[src/gex_pkg.sv]
package gex_pkg;

  // Slave address, low bit replaced by the address-select strap
  localparam logic [6:0] SLV_ADDR_BASE = 7'h20;
  localparam int         BIT_RW        = 0;

  // Register selector codes
  localparam logic [7:0] REG_IN  = 8'h00;
  localparam logic [7:0] REG_OUT = 8'h01;
  localparam logic [7:0] REG_INV = 8'h02;
  localparam logic [7:0] REG_DIR = 8'h03;

  // Reset values
  localparam logic [7:0] RST_OUT = 8'hFF;
  localparam logic [7:0] RST_INV = 8'h00;
  localparam logic [7:0] RST_DIR = 8'hFF;
  localparam logic [7:0] RST_PTR = 8'h00;

  // Bits per serial byte
  localparam logic [3:0] BYTE_BITS = 4'h8;
  localparam logic [3:0] CNT_ZERO  = 4'h0;
  localparam logic [3:0] CNT_ONE   = 4'h1;

  typedef enum logic [6:0] {
    ST_IDLE     = 7'h01,
    ST_ADDR     = 7'h02,
    ST_ADDR_ACK = 7'h04,
    ST_WR       = 7'h08,
    ST_WR_ACK   = 7'h10,
    ST_RD       = 7'h20,
    ST_RD_ACK   = 7'h40
  } gex_state_e;

  // Software-visible port configuration
  typedef struct packed {
    logic [7:0] latch;
    logic [7:0] invert;
    logic [7:0] dir;
  } gex_regs_s;

  localparam gex_regs_s REGS_RST = '{latch: RST_OUT, invert: RST_INV,
                                     dir: RST_DIR};

endpackage

[src/gex_expander.sv]
`timescale 1ns/10ps
// Overview of operation
// RQ1: The first byte after an acknowledged write address loads the pointer.
// RQ2: The master sends the selector byte only in write transactions.
// RQ3: Selector 00 is input levels, 01 latch, 02 inversion mask, 03 direction.
// RQ4: The pointer can be written and also read back over the serial bus; the code returns it only when it holds a value above 03.
// RQ5: Register 0 reads the present level of every pin, input or output.
// RQ6: Writes aimed at register 0 change nothing at all.
// RQ7: Register 0 has no reset value and simply follows the pin levels.
// RQ8: The master loads the pointer with a write before reading levels.
// RQ9: Latch bits drive output pins only, and reset to all ones.
// RQ10: Reading the latch returns its flip-flops, not the pin levels.
// RQ11: A set mask bit inverts an input pin's reported level; resets to zero.
// RQ12: Direction 1 makes a pin a released input, 0 an output; resets to ones.
// RQ13: The slave address is 0x20 with the strap low and 0x21 with it high.
// RQ14: Address byte bit 0 set means read, clear means write.
// RQ15: The pointer is kept between transactions.
// RQ16: Reset restores pointer, latch, mask and direction and idles the bus.
module gex_expander
  import gex_pkg::*;
(
  input  wire logic       core_clk,
  input  wire logic       nrst,
  input  wire logic       addr_sel,
  input  wire logic       scl_in,
  input  wire logic       sda_in,
  output logic            sda_out,
  output logic            sda_oe,
  input  wire logic [7:0] pin_in,
  output logic [7:0]      pin_out,
  output logic [7:0]      pin_oe
);

  // Bit 7 of each pin bus is expander_pin_top, bit 0 expander_pin_bottom

  gex_state_e state_q, state_d;
  logic [3:0] cnt_q, cnt_d;
  logic [7:0] shift_q, shift_d;
  logic [7:0] ptr_q, ptr_d;
  logic       ptr_pend_q, ptr_pend_d;
  logic       rw_q, rw_d;
  logic       sda_oe_q, sda_oe_d;
  gex_regs_s  regs_q, regs_d;
  logic       scl_q, sda_q;
  logic [7:0] pin_smp_q;
  logic [7:0] pin_out_q, pin_out_d;
  logic [7:0] pin_oe_q, pin_oe_d;
  logic       sda_out_q;
  logic       scl_rise, scl_fall, start_cond, stop_cond;
  logic       addr_hit, rd_load, byte_done;
  logic [7:0] rd_byte;

  // Reported input levels after the polarity mask
  function automatic logic [7:0] input_view(logic [7:0] lvl, gex_regs_s r);
    return lvl ^ (r.invert & r.dir); // RQ11
  endfunction

  // Read data selected by the pointer
  function automatic logic [7:0] read_mux(logic [7:0] ptr, gex_regs_s r,
                                          logic [7:0] lvl);
    unique case (ptr) // RQ3
      REG_IN:  return input_view(lvl, r); // RQ5
      REG_OUT: return r.latch; // RQ10
      REG_INV: return r.invert;
      REG_DIR: return r.dir;
      default: return ptr; // RQ4
    endcase
  endfunction

  // Bus events; pins are sampled once so both edges see one value
  assign scl_rise   = scl_in & ~scl_q;
  assign scl_fall   = ~scl_in & scl_q;
  assign start_cond = scl_in & scl_q & sda_q & ~sda_in;
  assign stop_cond  = scl_in & scl_q & ~sda_q & sda_in;
  assign byte_done  = scl_fall & (cnt_q == BYTE_BITS);
  assign addr_hit   = shift_q[7:1] == {SLV_ADDR_BASE[6:1], addr_sel}; // RQ13
  assign rd_load    = scl_fall & (((state_q == ST_ADDR_ACK) & rw_q) |
                                  (state_q == ST_RD_ACK));
  assign rd_byte    = read_mux(ptr_q, regs_q, pin_smp_q);

  // Serial engine and register writes
  always_comb begin
    state_d    = state_q;
    cnt_d      = cnt_q;
    shift_d    = shift_q;
    ptr_d      = ptr_q; // RQ15
    ptr_pend_d = ptr_pend_q;
    rw_d       = rw_q;
    sda_oe_d   = sda_oe_q;
    regs_d     = regs_q;
    if (start_cond) begin
      // Repeated start is legal anywhere and restarts address reception
      state_d  = ST_ADDR;
      cnt_d    = CNT_ZERO;
      sda_oe_d = 1'b0;
    end else if (stop_cond) begin
      state_d  = ST_IDLE;
      sda_oe_d = 1'b0;
    end else begin
      unique case (state_q)
        ST_IDLE: begin
          state_d = ST_IDLE;
        end
        ST_ADDR, ST_WR: begin
          if (scl_rise && cnt_q != BYTE_BITS) begin
            shift_d = {shift_q[6:0], sda_in};
            cnt_d   = cnt_q + CNT_ONE;
          end else if (byte_done && state_q == ST_ADDR) begin
            if (addr_hit) begin
              state_d    = ST_ADDR_ACK;
              sda_oe_d   = 1'b1;
              rw_d       = shift_q[BIT_RW]; // RQ14
              ptr_pend_d = 1'b1;
            end else begin
              state_d = ST_IDLE; // Not ours: stay off the bus
            end
          end else if (byte_done) begin
            state_d  = ST_WR_ACK;
            sda_oe_d = 1'b1;
            if (ptr_pend_q) begin
              ptr_d      = shift_q; // RQ1
              ptr_pend_d = 1'b0;
            end else begin
              unique case (ptr_q) // RQ3
                REG_OUT: regs_d.latch  = shift_q;
                REG_INV: regs_d.invert = shift_q;
                REG_DIR: regs_d.dir    = shift_q;
                default: regs_d        = regs_q; // RQ6
              endcase
            end
          end
        end
        ST_ADDR_ACK, ST_WR_ACK, ST_RD_ACK: begin
          if (state_q == ST_RD_ACK && scl_rise && sda_in) begin
            state_d = ST_IDLE; // Master NACK ends the read
          end else if (rd_load) begin
            state_d  = ST_RD;
            shift_d  = {rd_byte[6:0], 1'b0};
            cnt_d    = CNT_ONE;
            sda_oe_d = ~rd_byte[7];
          end else if (scl_fall && state_q != ST_RD_ACK) begin
            state_d  = ST_WR;
            cnt_d    = CNT_ZERO;
            sda_oe_d = 1'b0;
          end
        end
        ST_RD: begin
          if (byte_done) begin
            state_d  = ST_RD_ACK;
            sda_oe_d = 1'b0;
          end else if (scl_fall) begin
            // Open drain: pull low for a zero, release for a one
            sda_oe_d = ~shift_q[7];
            shift_d  = {shift_q[6:0], 1'b0};
            cnt_d    = cnt_q + CNT_ONE;
          end
        end
        default: state_d = ST_IDLE;
      endcase
    end
  end

  always_ff @(posedge core_clk) begin
    if (!nrst) begin
      state_q    <= ST_IDLE; // RQ16
      cnt_q      <= CNT_ZERO;
      shift_q    <= 8'h00;
      ptr_q      <= RST_PTR;
      ptr_pend_q <= 1'b0;
      rw_q       <= 1'b0;
      sda_oe_q   <= 1'b0;
      regs_q     <= REGS_RST; // RQ9 RQ11 RQ12
      scl_q      <= 1'b1;
      sda_q      <= 1'b1;
    end else begin
      state_q    <= state_d;
      cnt_q      <= cnt_d;
      shift_q    <= shift_d;
      ptr_q      <= ptr_d;
      ptr_pend_q <= ptr_pend_d;
      rw_q       <= rw_d;
      sda_oe_q   <= sda_oe_d;
      regs_q     <= regs_d;
      scl_q      <= scl_in;
      sda_q      <= sda_in;
    end
  end

  // Pin levels are never reset, so they read whatever is driven
  always_ff @(posedge core_clk) begin
    pin_smp_q <= pin_in; // RQ7
  end

  // Pin drivers follow latch and direction one cycle later
  always_comb begin
    pin_out_d = regs_q.latch; // RQ9
    pin_oe_d  = ~regs_q.dir; // RQ12
  end

  always_ff @(posedge core_clk) begin
    if (!nrst) begin
      pin_out_q <= RST_OUT;
      pin_oe_q  <= ~RST_DIR;
      sda_out_q <= 1'b0;
    end else begin
      pin_out_q <= pin_out_d;
      pin_oe_q  <= pin_oe_d;
      sda_out_q <= 1'b0;
    end
  end

  assign sda_out = sda_out_q;
  assign sda_oe  = sda_oe_q;
  assign pin_out = pin_out_q;
  assign pin_oe  = pin_oe_q;

  // Serial engine checks
  a_ptr_capture: assert property ( // RQ1
    @(posedge core_clk) disable iff (!nrst)
    state_q == ST_WR && ptr_pend_q && byte_done && !start_cond && !stop_cond
    |=> ptr_q == $past(shift_q) && state_q == ST_WR_ACK && sda_oe_q)
    else $error("pointer not loaded from first write byte");

  a_input_write_ignored: assert property ( // RQ6
    @(posedge core_clk) disable iff (!nrst)
    state_q == ST_WR && !ptr_pend_q && ptr_q == REG_IN && byte_done
    |=> $stable(regs_q) && $stable(ptr_q))
    else $error("write to input register changed state");

  a_dir_to_pins: assert property ( // RQ12
    @(posedge core_clk) disable iff (!nrst)
    state_q == ST_WR && !ptr_pend_q && ptr_q == REG_DIR && byte_done
    && !start_cond && !stop_cond
    |=> ##1 pin_oe_q == ~$past(shift_q, 2))
    else $error("direction write did not reach pin enables");

  a_latch_readback: assert property ( // RQ10
    @(posedge core_clk) disable iff (!nrst)
    rd_load && ptr_q == REG_OUT
    |=> state_q == ST_RD && sda_oe_q == ~$past(regs_q.latch[7]))
    else $error("latch read returned wrong first bit");

  a_level_readback: assert property ( // RQ5
    @(posedge core_clk) disable iff (!nrst)
    rd_load && ptr_q == REG_IN
    |=> sda_oe_q == $past(~(pin_smp_q[7] ^
                            (regs_q.invert[7] & regs_q.dir[7]))))
    else $error("input level read returned wrong first bit");

  a_addr_miss_quiet: assert property ( // RQ13
    @(posedge core_clk) disable iff (!nrst)
    state_q == ST_ADDR && byte_done && !addr_hit
    |=> state_q == ST_IDLE && !sda_oe_q)
    else $error("foreign address was acknowledged");

  a_stop_to_idle: assert property ( // RQ15
    @(posedge core_clk) disable iff (!nrst)
    stop_cond |=> state_q == ST_IDLE && !sda_oe_q && $stable(ptr_q))
    else $error("stop did not idle the engine");

  // The address acknowledge must still be pulled low a cycle later
  a_read_direction: assert property ( // RQ14
    @(posedge core_clk) disable iff (!nrst)
    state_q == ST_ADDR && byte_done && addr_hit
    |=> rw_q == $past(shift_q[0]) ##1 sda_oe_q[*1])
    else $error("direction bit not captured");

  a_write_ack_release: assert property ( // RQ1
    @(posedge core_clk) disable iff (!nrst)
    state_q == ST_WR_ACK && scl_fall
    |=> state_q == ST_WR && !sda_oe_q && cnt_q == CNT_ZERO)
    else $error("write acknowledge not released on clock fall");

  a_ptr_readback: assert property ( // RQ4
    @(posedge core_clk) disable iff (!nrst)
    rd_load && ptr_q > REG_DIR
    |=> state_q == ST_RD && sda_oe_q == ~$past(ptr_q[7]))
    else $error("pointer readback returned wrong first bit");

  // Register file and pin driver checks
  a_latch_write: assert property ( // RQ9
    @(posedge core_clk) disable iff (!nrst)
    state_q == ST_WR && !ptr_pend_q && ptr_q == REG_OUT && byte_done
    |=> regs_q.latch == $past(shift_q) && $stable(regs_q.dir))
    else $error("latch write did not land");

  a_mask_write: assert property ( // RQ11
    @(posedge core_clk) disable iff (!nrst)
    state_q == ST_WR && !ptr_pend_q && ptr_q == REG_INV && byte_done
    |=> regs_q.invert == $past(shift_q) && $stable(regs_q.latch))
    else $error("inversion mask write did not land");

  a_pins_track: assert property ( // RQ9
    @(posedge core_clk) disable iff (!nrst)
    $changed(regs_q.latch)
    |=> pin_out_q == $past(regs_q.latch))
    else $error("pin levels did not follow the latch");

  a_pin_oe_track: assert property ( // RQ12
    @(posedge core_clk) disable iff (!nrst)
    $changed(regs_q.dir)
    |=> pin_oe_q == ~$past(regs_q.dir))
    else $error("pin enables did not follow the direction");

  // Checked without the reset disable, since reset is the trigger
  a_reset_defaults: assert property ( // RQ16
    @(posedge core_clk)
    !nrst |=> state_q == ST_IDLE && ptr_q == RST_PTR && regs_q == REGS_RST
    && !sda_oe_q && pin_out_q == RST_OUT && pin_oe_q == ~RST_DIR)
    else $error("reset did not restore the defaults");

endmodule

[config.mk]
export PLATFORM = sky130hd
export DESIGN_NAME = gex_expander
export DESIGN_NICKNAME = d
export VERILOG_FILES = /design/src/gex_pkg.sv /design/src/gex_expander.sv
export SDC_FILE = /design/constraint.sdc
export NUM_CORES = 1
export LEC_CHECK = 0
export BUFFER_PORTS_ARGS = -buffer_cell sky130_fd_sc_hd__buf_2
export CORE_ASPECT_RATIO = 0.75
export CORE_MARGIN = 4
export CORE_UTILIZATION = 35
export DETAILED_ROUTE_END_ITERATION = 6
export PLACE_DENSITY = 0.56
export SLEW_MARGIN = 5
export SYNTH_ARGS = -nofsm -noshare
export SYNTH_HDL_FRONTEND = slang
export SYNTH_SLANG_ARGS = --single-unit
[constraint.sdc]
create_clock -name core_clk -period 4.89 [get_ports core_clk]
set_input_delay 0.489 -clock core_clk [delete_from_list [all_inputs] [get_ports core_clk]]
set_output_delay 0.489 -clock core_clk [all_outputs]
set_load 0.1 [all_outputs]
Word-level counts from Yosys, hierarchy flattened
Index checks and enable logic that the tools add are counted.
{"block": "totals", "inputBits": 13, "word_cells": 133, "reg_bits": 80}
{"block": "op_classes", "n_reduce_logical": 23, "eq_ne": 30, "muxes": 37, "bitwise": 26, "addsub": 1}
{"cell": "7-bit 2-to-1 mux", "n": 7}
{"cell": "8-bit 2-to-1 mux", "n": 5}
{"cell": "8-bit one-hot mux with 4 select lines", "n": 1}
{"cell": "8-bit AND reduction", "n": 4}
{"cell": "4-bit 2-to-1 mux", "n": 6}
{"cell": "8-bit one-hot mux with 3 select lines", "n": 1}
{"cell": "7-bit one-hot mux with 3 select lines", "n": 1}
{"cell": "7-bit AND reduction", "n": 3}
{"cell": "8-bit by 2-bit == test with 1-bit output, second input constant", "n": 2}
{"cell": "2-bit != test, second input constant", "n": 8}
{"cell": "4-bit != test, second input constant", "n": 4}
{"cell": "3-bit != test, second input constant", "n": 4}
{"cell": "1-bit inverter", "n": 12}
{"cell": "4-bit one-hot mux with 3 select lines", "n": 1}
{"cell": "6-bit AND reduction", "n": 2}
{"cell": "1-bit 2-to-1 mux", "n": 11}
{"cell": "1-bit bitwise AND", "n": 10}
{"cell": "8-bit bitwise AND", "n": 1}
{"cell": "8-bit by 1-bit == test with 1-bit output, second input constant", "n": 1}
{"cell": "8-bit zero test", "n": 1}
{"cell": "8-bit inverter", "n": 1}
{"cell": "4-bit AND reduction", "n": 2}
{"cell": "8-bit bitwise XOR", "n": 1}
{"cell": "7-bit by 2-bit == test with 1-bit output, second input constant", "n": 1}
{"cell": "20 further kinds", "n": 27}

Longest topological paths before layout
Gate-level depths: netlist (run 1).
{"block": "depth", "depth_word": 9, "depth_mapped": 8, "ltp_nobuf": 7}

Least setup slack after synthesis (run 1)
No wires, ideal clock.
{"block": "synth_path", "path_type": "input port to flip-flop", "from": "input sda_in", "to": "register cnt_q[2]", "t_arrival_ps": 2009, "n_path_buf": 1, "slack_ps": 2759, "cell_stages": 6, "cell_sequence": "buf_2 > and3b_1 > and3_4 > a211o_1 > or3_4 > a311o_1"}
{"block": "synth_between", "elab_chain_cells": 3, "elab_cells_between_ends": 8}
{"item": "from (decl)", "line": "gex_expander.sv:26", "source": "input wire logic sda_in,"}
{"item": "1-bit logical AND, or another cell as far along", "line": "gex_expander.sv:134", "source": "if (state_q == ST_RD_ACK && scl_rise && sda_in) begin"}
{"item": "2-bit != test (no line), or another cell as far along"}
{"item": "7-bit AND reduction (no line) / 2-bit OR reduction (equally long branches)"}
{"item": "to (signal assigned)", "line": "gex_expander.sv:177", "source": "cnt_q <= cnt_d;"}
{"item": "to (decl)", "line": "gex_expander.sv:37", "source": "logic [3:0] cnt_q, cnt_d;"}
Parallel ways exist; a longest one is shown, timed or not.
A chain may end at the register's enable or synchronous reset.

Worst setup path in the final report (run 1)
{"block": "layout_path", "from": "register ptr_q[1]", "to": "register regs_q[14] in the netlist's numbering"}
{"block": "layout_between", "elab_chain_cells": 2}
{"item": "from (decl)", "line": "gex_expander.sv:39", "source": "logic [7:0] ptr_q, ptr_d;"}
{"item": "from (signal assigned)", "line": "gex_expander.sv:179", "source": "ptr_q <= ptr_d;"}
{"item": "8-bit by 2-bit == test with 1-bit output", "line": "gex_expander.sv:124", "source": "unique case (ptr_q)"}
{"item": "8-bit AND reduction (no line)"}
{"item": "to (signal assigned)", "line": "gex_expander.sv:183", "source": "regs_q <= regs_d;"}
{"item": "to (decl)", "line": "gex_expander.sv:43", "source": "gex_regs_s regs_q, regs_d;"}
Every way passes these cells.

==> metrics.txt, run 1 <==
CTS Buffer Depth=2; cell row count=32; PostCTS Resize Cnt=0; max cap viols=0; post-synth top area share=42.9%; CP cell instances=inv_1, nor4_4, mux2i_1; cts hold-fix bufs=0; commonest non-fill, non-tap cell in the layout=dfxtp_1; asr flop ratio synth=0%; Worst Path Class, Setup=flop to flop; Iter 0 DRT Violations=230; type of origin of the critical path=flop; clock skew=0.00589 ns; Switching Share=21.6%; vias in the first global route=2681; Root Buffer=clkbuf_16; Total Routing Usage GR=14.7%; Sw Pwr=293 uW; H-tree depth=3; Layout area overhead=13.5%; commonest non-fill, non-tap cells in the layout=80 x dfxtp_1, 52 x nand2_1, 46 x mux2i_1; Die Width=127 um; first-pass GRT wire length=14.5 mm; Post-Place Cell Area=3950 um2; combinational power share=3.1%; ANT cells=0; Power Density=320 nW/um2; Post-synth EDFFs=0; Vias=2963; Fmax=0.398 GHz; final instance area=4240 um2; Main synth FF type=dfxtp_1; min cycle time layout=2.52 ns; required time worst endpoint=5.15 ns; Synth area leader=dfxtp_1; max-slew violations=0; core area=10400 um2; die area=12400 um2; initial core utilization=36.0%; Arr. time, crit path=2.77 ns; Yosys reg bits=80; setup_tns=0 ns; unrepaired setup endpoints after global routing=false; antenna violations before repair=0; CTS Buf Count=9; fill count=1034; DRC=0; Yosys cell types=65; final wirelength=9.00 mm; syn_area_per_cell=9.32 um2; Final Hold Fails=0; WP buf/inv=1; syn nets=416; antenna-violating nets left=0; clk slew on worst S/H paths=0.06 ns; Buffers on Ports=29; slew margin rel.=43.3%; fraction of layout cells with a size suffix above 1=15.8%; Worst path top cell family by delay=flip-flops; register area share after synthesis=42.9%; clk_lat worst skew=0.33 ns; LEAKAGE=1.66 nW; Worst Setup End Kind=flop; CTS Sinks=80; Min-Delay Path Class=input pin to flop; Cell Area, Synth=3740 um2; Peak supply drop=0.155 mV; YS warnings=0; largest net degree at the start of global routing=55; crit share post-route=51.4%; critical path fanouts, max=19; fin nets=434; clock share of power=48.0%; Int Pwr=1.06 mW; Cells after Synth=401; CTS tree=yes; drt pass-1 iters=4; Vias/cell=5.29; sequential share of power=48.8%; # setup viols final=0; synth top area cells=dfxtp_1 43%, mux2i_1 12%, nand2_1 5.2%, nor2_1 2.9%, nand2b_1 2.8%; worst-margin pin slew=0.844 ns; # IOs=31; DP HPWL=6.12 mm; Die H=97.5 um; GRT Residual Overflow=0; Wirelength per Cell=16.1 um; status=finished, final reports clean; Worst path max stage delay=0.86 ns; reg2reg setup slack=2.37 ns; Post-CTS Setup Inserts=0; GP Congestion=0.854; Slowest cell on crit path=dfxtp_1
## cell families after synthesis
| kind of cell | Yosys count | synth area share (%) |
|---|---|---|
| XOR/XNOR | 5 | 1.17 |
| AO/OA/AOI/OAI | 74 | 14.6 |
| multiplexers | 46 | 12.3 |
| AND/OR/NAND/NOR | 161 | 24.4 |
| adder cells (fa/ha/maj) | 2 | 0.669 |
| flip-flops | 80 | 42.9 |
| buffers and inverters | 32 | 3.95 |
| other | 1 | 0.100 |
## path summary, 6_finish.rpt
kind                start      endpoint  cells past startpoint
max              ptr_q[1]    regs_q[14]                      3
min             pin_in[0]  pin_smp_q[0]                      1
max reg2reg      ptr_q[1]    regs_q[14]                      3
min reg2reg  pin_out_d[4]    pin_out[4]                      1
## power groups by stage
stage	sequential (mW)	clock (mW)	combinational, mW
after floorplan	0.674	0	0.0329
final	0.662	0.651	0.0423
after CTS	0.662	0.667	0.0425
after global routing	0.663	0.694	0.0473
after global placement	0.676	0	0.0423
after detailed placement	0.677	0	0.0425
## metal layers
layer	track usage, %	part of all wire [%]	vias up
li1	-	-	1489
met1	22.7	52	1383
met2	19.0	40	79
met3	4.07	6.8	12
met4	5.03	1.3	0
met5	0	0	-
## worst register-to-register path, stage by stage (launching register included)
cell     delay (ns)
dfxtp_1        0.86
inv_1          0.49
nor4_4         0.84
mux2i_1        0.27
## cell type report
cell class                 count  area [um2]  share of cell area, %
clock inverter                 6        60.1                   1.42
clock buffer                  10         229                   5.40
sequential                    80        1600                   37.7
tap                          136         170                   4.01
inverter                       7        26.3                  0.619
timing repair buffer          32         168                   3.95
multi-input combinational    289        1990                   46.9
## sequential cells by signal, indices dropped and copies added (netlist names)
signal / flops
pin_out_d: 8
scl_q: 1
regs_q: 16
ptr_pend_q: 1
shift_q: 8
sda_oe: 1
pin_oe: 8
pin_out: 8
sda_q: 1
pin_smp_q: 8
rw_q: 1
cnt_q: 4
ptr_q: 8
state_q: 7
## synth_stat cells, drive strengths merged, types with 2 or more instances
| library cell | instances |
|---|---|
| or4 | 2 |
| a211o | 5 |
| or2 | 3 |
| nand2 | 53 |
| nor3b | 3 |
| or3 | 4 |
| o21ai | 16 |
| a21oi | 8 |
| xor2 | 4 |
| nor2 | 30 |
| nor2b | 4 |
| o311ai | 5 |
| nor4b | 4 |
| and4 | 2 |
| nand3b | 2 |
| and2 | 3 |
| mux2i | 46 |
| a31oi | 8 |
| nor4 | 5 |
| nand2b | 17 |
| and2b | 2 |
| nor3 | 5 |
| ha | 2 |
| inv | 7 |
| a31o | 3 |
| clkbuf | 14 |
| a2111oi | 2 |
| and3 | 3 |
| dfxtp | 80 |
| a211oi | 9 |
| nand3 | 13 |
| and3b | 2 |
| a221oi | 6 |
| buf | 11 |
## stage by stage
step | cells | utilization (%) | hold WS, ns | worst slack (ns) | power (mW)
floorplan | 401 | - | 0.421 | 2.76 | 0.707
finish | 560 | 40.9 | 0.256 | 2.37 | 1.36
detailed placement | 544 | 38.1 | 0.449 | 2.31 | 0.719
global placement | 544 | 38.1 | 0.456 | 2.35 | 0.719
CTS | 560 | 40.9 | 0.244 | 2.43 | 1.37
global route | 560 | 40.9 | 0.238 | 2.28 | 1.40
No activity file was read; power rests on OpenSTA's default activity.
==> run 2: changes to the inputs <==
clock period = 2.5 ns   (was 4.89 ns; I/O delays follow)
==> run 2 against run 1 <==
Die area did not move. Cell count grew 3.0%. Global-route usage increased by 1.2 points. Sequential share of layout area is 1.1 points lower. First-iteration DRC count is 22% higher. Setup slack lost 2.2 ns. Critical endpoint is now pin_out_d[4]. Largest power group unchanged.
==> metrics.txt, run 2 (synthesis gave the netlist of run 1 again) <==
status=finished, final reports clean; max cap viols=0; Vias=3104; Slowest cell on crit path=or4_1; LEAKAGE=1.75 nW; clock skew=0.00915 ns; drt pass-1 iters=5; initial core utilization=36.0%; fin nets=452; Iter 0 DRT Violations=281; antenna violations before repair=0; CTS Sinks=80; Power Density=605 nW/um2; Arr. time, crit path=2.49 ns; Total Routing Usage GR=15.9%; Post-CTS Setup Inserts=0; slew margin rel.=41.0%; CTS Buf Count=9; CTS tree=yes; die area=12400 um2; setup_tns=0 ns; fill count=1033; cell row count=32; GP Congestion=0.919; hold_ws=0.0139 ns; type of origin of the critical path=flop; Reg with most FFs=regs_q; core area=10400 um2; Min-Delay Path Class=input pin to flop; Root Buffer=clkbuf_16; final wirelength=9.48 mm; vias in the first global route=3020; min cycle time layout=2.28 ns; # setup viols final=0; first-pass GRT wire length=15.6 mm; unrepaired setup endpoints after global routing=false; Vias/cell=5.38; ANT cells=0; Layout area overhead=17.0%; # IOs=31; antenna-violating nets left=0; max reg flops=16; commonest non-fill, non-tap cell in the layout=dfxtp_1; worst-margin pin slew=0.876 ns; Die Width=127 um; clk slew on worst S/H paths=0.06 ns; crit share post-route=91.3%; max-slew violations=0; DP HPWL=6.73 mm; Worst path max stage delay=0.78 ns; Final Hold Fails=0; largest net degree at the start of global routing=49; commonest non-fill, non-tap cells in the layout=80 x dfxtp_1, 52 x nand2_1, 46 x mux2i_1; DRC=0; Worst Path Class, Setup=flop to flop; Fmax=0.438 GHz; CP cell instances=inv_1, ha_1, and3b_1, nand4_4, or4_1, mux2i_1, nand2_1; CTS Buffer Depth=2; fraction of layout cells with a size suffix above 1=18.1%; required time worst endpoint=2.70 ns; Peak supply drop=0.283 mV; Die H=97.5 um; GRT Residual Overflow=0; Buffers on Ports=29; Wirelength per Cell=16.4 um; Worst Setup End Kind=flop; clk_lat worst skew=0.34 ns; H-tree depth=3; critical path fanouts, max=8
## run 2: area by class of cell
type | count | area, um2 | area share [%]
repair buffers | 50 | 308 | 7.04
flip-flops and latches | 80 | 1600 | 36.6
clock buffers | 12 | 236 | 5.41
well taps | 136 | 170 | 3.89
multi-input cells | 289 | 1990 | 45.5
clock inverters | 3 | 43.8 | 1.00
inverters | 7 | 26.3 | 0.601
## run 2: report_power, final
group	total (mW)	leakage [nW]	switching [mW]	internal [mW]
Clock	1.26	0.137	0.492	0.768
Sequential	1.29	0.649	0.00977	1.29
Combinational	0.0898	0.964	0.0588	0.0310
Total	2.65	1.75	0.561	2.08
## run 2: through the flow
step	util, %	total power [mW]	cells	cell area [um2]	setup slack [ns]
2_1_floorplan	-	1.38	401	3740	0.457
3_3_place_gp	39.3	1.41	560	4070	0.328
3_5_place_dp	39.3	1.41	560	4070	0.209
4_1_cts	42.0	2.67	575	4350	0.205
5_1_grt	42.2	2.75	577	4370	0.0763
6_report	42.2	2.65	577	4370	0.219
## run 2: metal layers
metal  up-vias  part of all wire, %  track usage, %
met1      1482                   51            23.3
met4         0                  1.1            5.52
met3         9                  7.3            5.27
met5         -                    0               0
li1       1523                    -               -
met2        90                   40            21.4
## run 2: repair_timing
action,CTS,global route
gates resized for setup,0,0
endpoints found under the hold margin,0,2
hold buffers,0,2
## run 2: path summary, 6_finish.rpt
check / startpoint / endpoint / slack, ns / cells after the start
min: pin_in[2] / pin_smp_q[2] / 0.01 / 1
max reg2reg: cnt_q[0] / pin_out_d[4] / 0.22 / 7
max: cnt_q[0] / pin_out_d[4] / 0.22 / 7
min reg2reg: regs_q[7] / pin_oe[7] / 0.47 / 1
## run 2: worst max-delay path: cells and delay by family (launching register included)
family | cells | cell delay (ns)
fa+ha+maj | 1 | 0.15
buf+inv | 1 | 0.07
flops | 1 | 0.35
mux | 1 | 0.25
simple gates | 4 | 1.33
==> run 3: changes to the inputs <==
CORE_MARGIN = 10   (was 4)
CTS_CLUSTER_DIAMETER = 100   (was unset)
HOLD_SLACK_MARGIN = 0.05   (was unset)
==> run 3 against run 2 <==
Clock skew is 0.0027 ns lower. Largest power group is now clock. Cell count is 1.6% higher. Highest routed layer unchanged. First-iteration DRC count is 19% higher.
==> metrics.txt, run 3 (synthesis gave the netlist of run 1 again) <==
status=finished, final reports clean; clk_lat worst skew=0.33 ns; DRC=0; hold_ws=0.161 ns; Final WS setup=0.186 ns; unrepaired setup endpoints after global routing=false; Layout area overhead=19.5%; commonest non-fill, non-tap cells in the layout=80 x dfxtp_1, 52 x nand2_1, 46 x mux2i_1; max cap viols=0; Worst Setup End Kind=flop; Vias=3076; FF-to-FF Start=cnt_q[0]; Reg with most FFs=regs_q; Die H=109 um; min cycle time layout=2.31 ns; fin nets=460; reg2reg setup slack=0.19 ns; worst setup path end=pin_out_d[1]; Arr. time, crit path=2.51 ns; drt pass-1 iters=4; clock share of power=48.5%; vias in the first global route=2918; critical path fanouts, max=8; Power Density=605 nW/um2; PostCTS Resize Cnt=0; Vias/cell=5.25; H-tree depth=3; Iter 0 DRT Violations=333; die area=15300 um2; required time worst endpoint=2.70 ns; combinational power share=3.6%; slew margin rel.=38.8%; max-slew violations=0; CTS Buffer Depth=2; CTS tree=yes; first-pass GRT wire length=16.0 mm; CP cell instances=inv_1, ha_1, and3b_1, nand4_4, or4_1, mux2i_1, nand2_1; Wirelength per Cell=16.6 um; GRT Residual Overflow=0; Switching Share=21.6%; Die Width=139 um; CTS Sinks=80; Fmax=0.432 GHz; Peak supply drop=0.298 mV; initial core utilization=36.0%; clock skew=0.00647 ns; # setup viols final=0; clk slew on worst S/H paths=0.06 ns; cts hold-fix bufs=8; Total Routing Usage GR=13.0%; type of origin of the critical path=flop; CTS Buf Count=9; core area=10400 um2; # IOs=31; max reg flops=16; largest net degree at the start of global routing=49; worst slack at placement=0.217 ns; Post-CTS Setup Inserts=0; Buffers on Ports=29; DP HPWL=6.97 mm; setup_tns=0 ns; Final Hold Fails=0; commonest non-fill, non-tap cell in the layout=dfxtp_1; CP startpoint=cnt_q[0]; fraction of layout cells with a size suffix above 1=19.1%; crit share post-route=92.5%; Int Pwr=2.12 mW; sequential share of power=47.9%; Reg-to-Reg End=pin_out_d[1]; GP Congestion=0.923; LEAKAGE=1.80 nW; Power Total=2.70 mW; Slowest cell on crit path=or4_1; cell row count=32; antenna-violating nets left=0; Sw Pwr=584 uW; Worst Path Class, Setup=flop to flop; ANT cells=0; antenna violations before repair=0; Min-Delay Path Class=input pin to flop; final wirelength=9.75 mm; Root Buffer=clkbuf_16; worst-margin pin slew=0.908 ns; Worst path max stage delay=0.80 ns; worst r2r path cells=7
[run 3: cell count changes in the layout (fill, tap and decap cells not counted)]
cell / previous run / this run
buf_4: 19 / 21
clkbuf_8: 0 / 1
clkinv_2: 1 / 4
dlygate4sd3_1: 2 / 8
clkbuf_1: 3 / 0
[run 3: critical path: cells and delay by family, from the launching register on]
family	cells	cell delay [ns]
fa+ha+maj	1	0.16
simple gates	4	1.36
flops	1	0.35
buf+inv	1	0.08
mux	1	0.24
[run 3: worst min path at each step]
stage          slack, ns      endpoint  cells past startpoint      start
6_report            0.16    state_q[0]                      2       nrst
5_1_grt             0.19    state_q[0]                      2       nrst
4_1_cts             0.15    state_q[0]                      2       nrst
3_5_place_dp        0.35  pin_smp_q[0]                      1  pin_in[0]
3_3_place_gp        0.35  pin_smp_q[1]                      1  pin_in[1]
2_1_floorplan       0.28  pin_smp_q[0]                      0  pin_in[0]
[run 3: metrics by stage]
step,cells,area [um2],utilization (%)
global route,586,4470,43.1
floorplan,401,3740,-
global placement,562,4090,39.4
finish,586,4470,43.1
detailed placement,562,4090,39.4
CTS,586,4470,43.1
[run 3: per-layer routing]
| metal | part of all wire (%) | vias to the layer above | GRT usage (%) |
|---|---|---|---|
| li1 | - | 1536 | - |
| met1 | 52 | 1433 | 18.7 |
| met2 | 40 | 97 | 18.0 |
| met3 | 6.7 | 10 | 3.71 |
| met4 | 1.1 | 0 | 4.01 |
| met5 | 0 | - | 0 |
[run 3: area by class of cell]
cell class	instances	area [um2]
inverter	7	26.3
tap	136	170
clock inverter	6	58.8
multi-input combinational	289	1990
clock buffer	10	239
fill	1033	5900
timing repair buffer	58	383
sequential	80	1600
[run 3: power by group through the flow]
stage / Sequential [mW] / Combinational (mW) / Clock [mW]
2_1_floorplan: 1.32 / 0.0643 / 0
3_3_place_gp: 1.32 / 0.0883 / 0
3_5_place_dp: 1.32 / 0.0885 / 0
4_1_cts: 1.29 / 0.0983 / 1.34
5_1_grt: 1.29 / 0.109 / 1.39
6_report: 1.29 / 0.0985 / 1.31
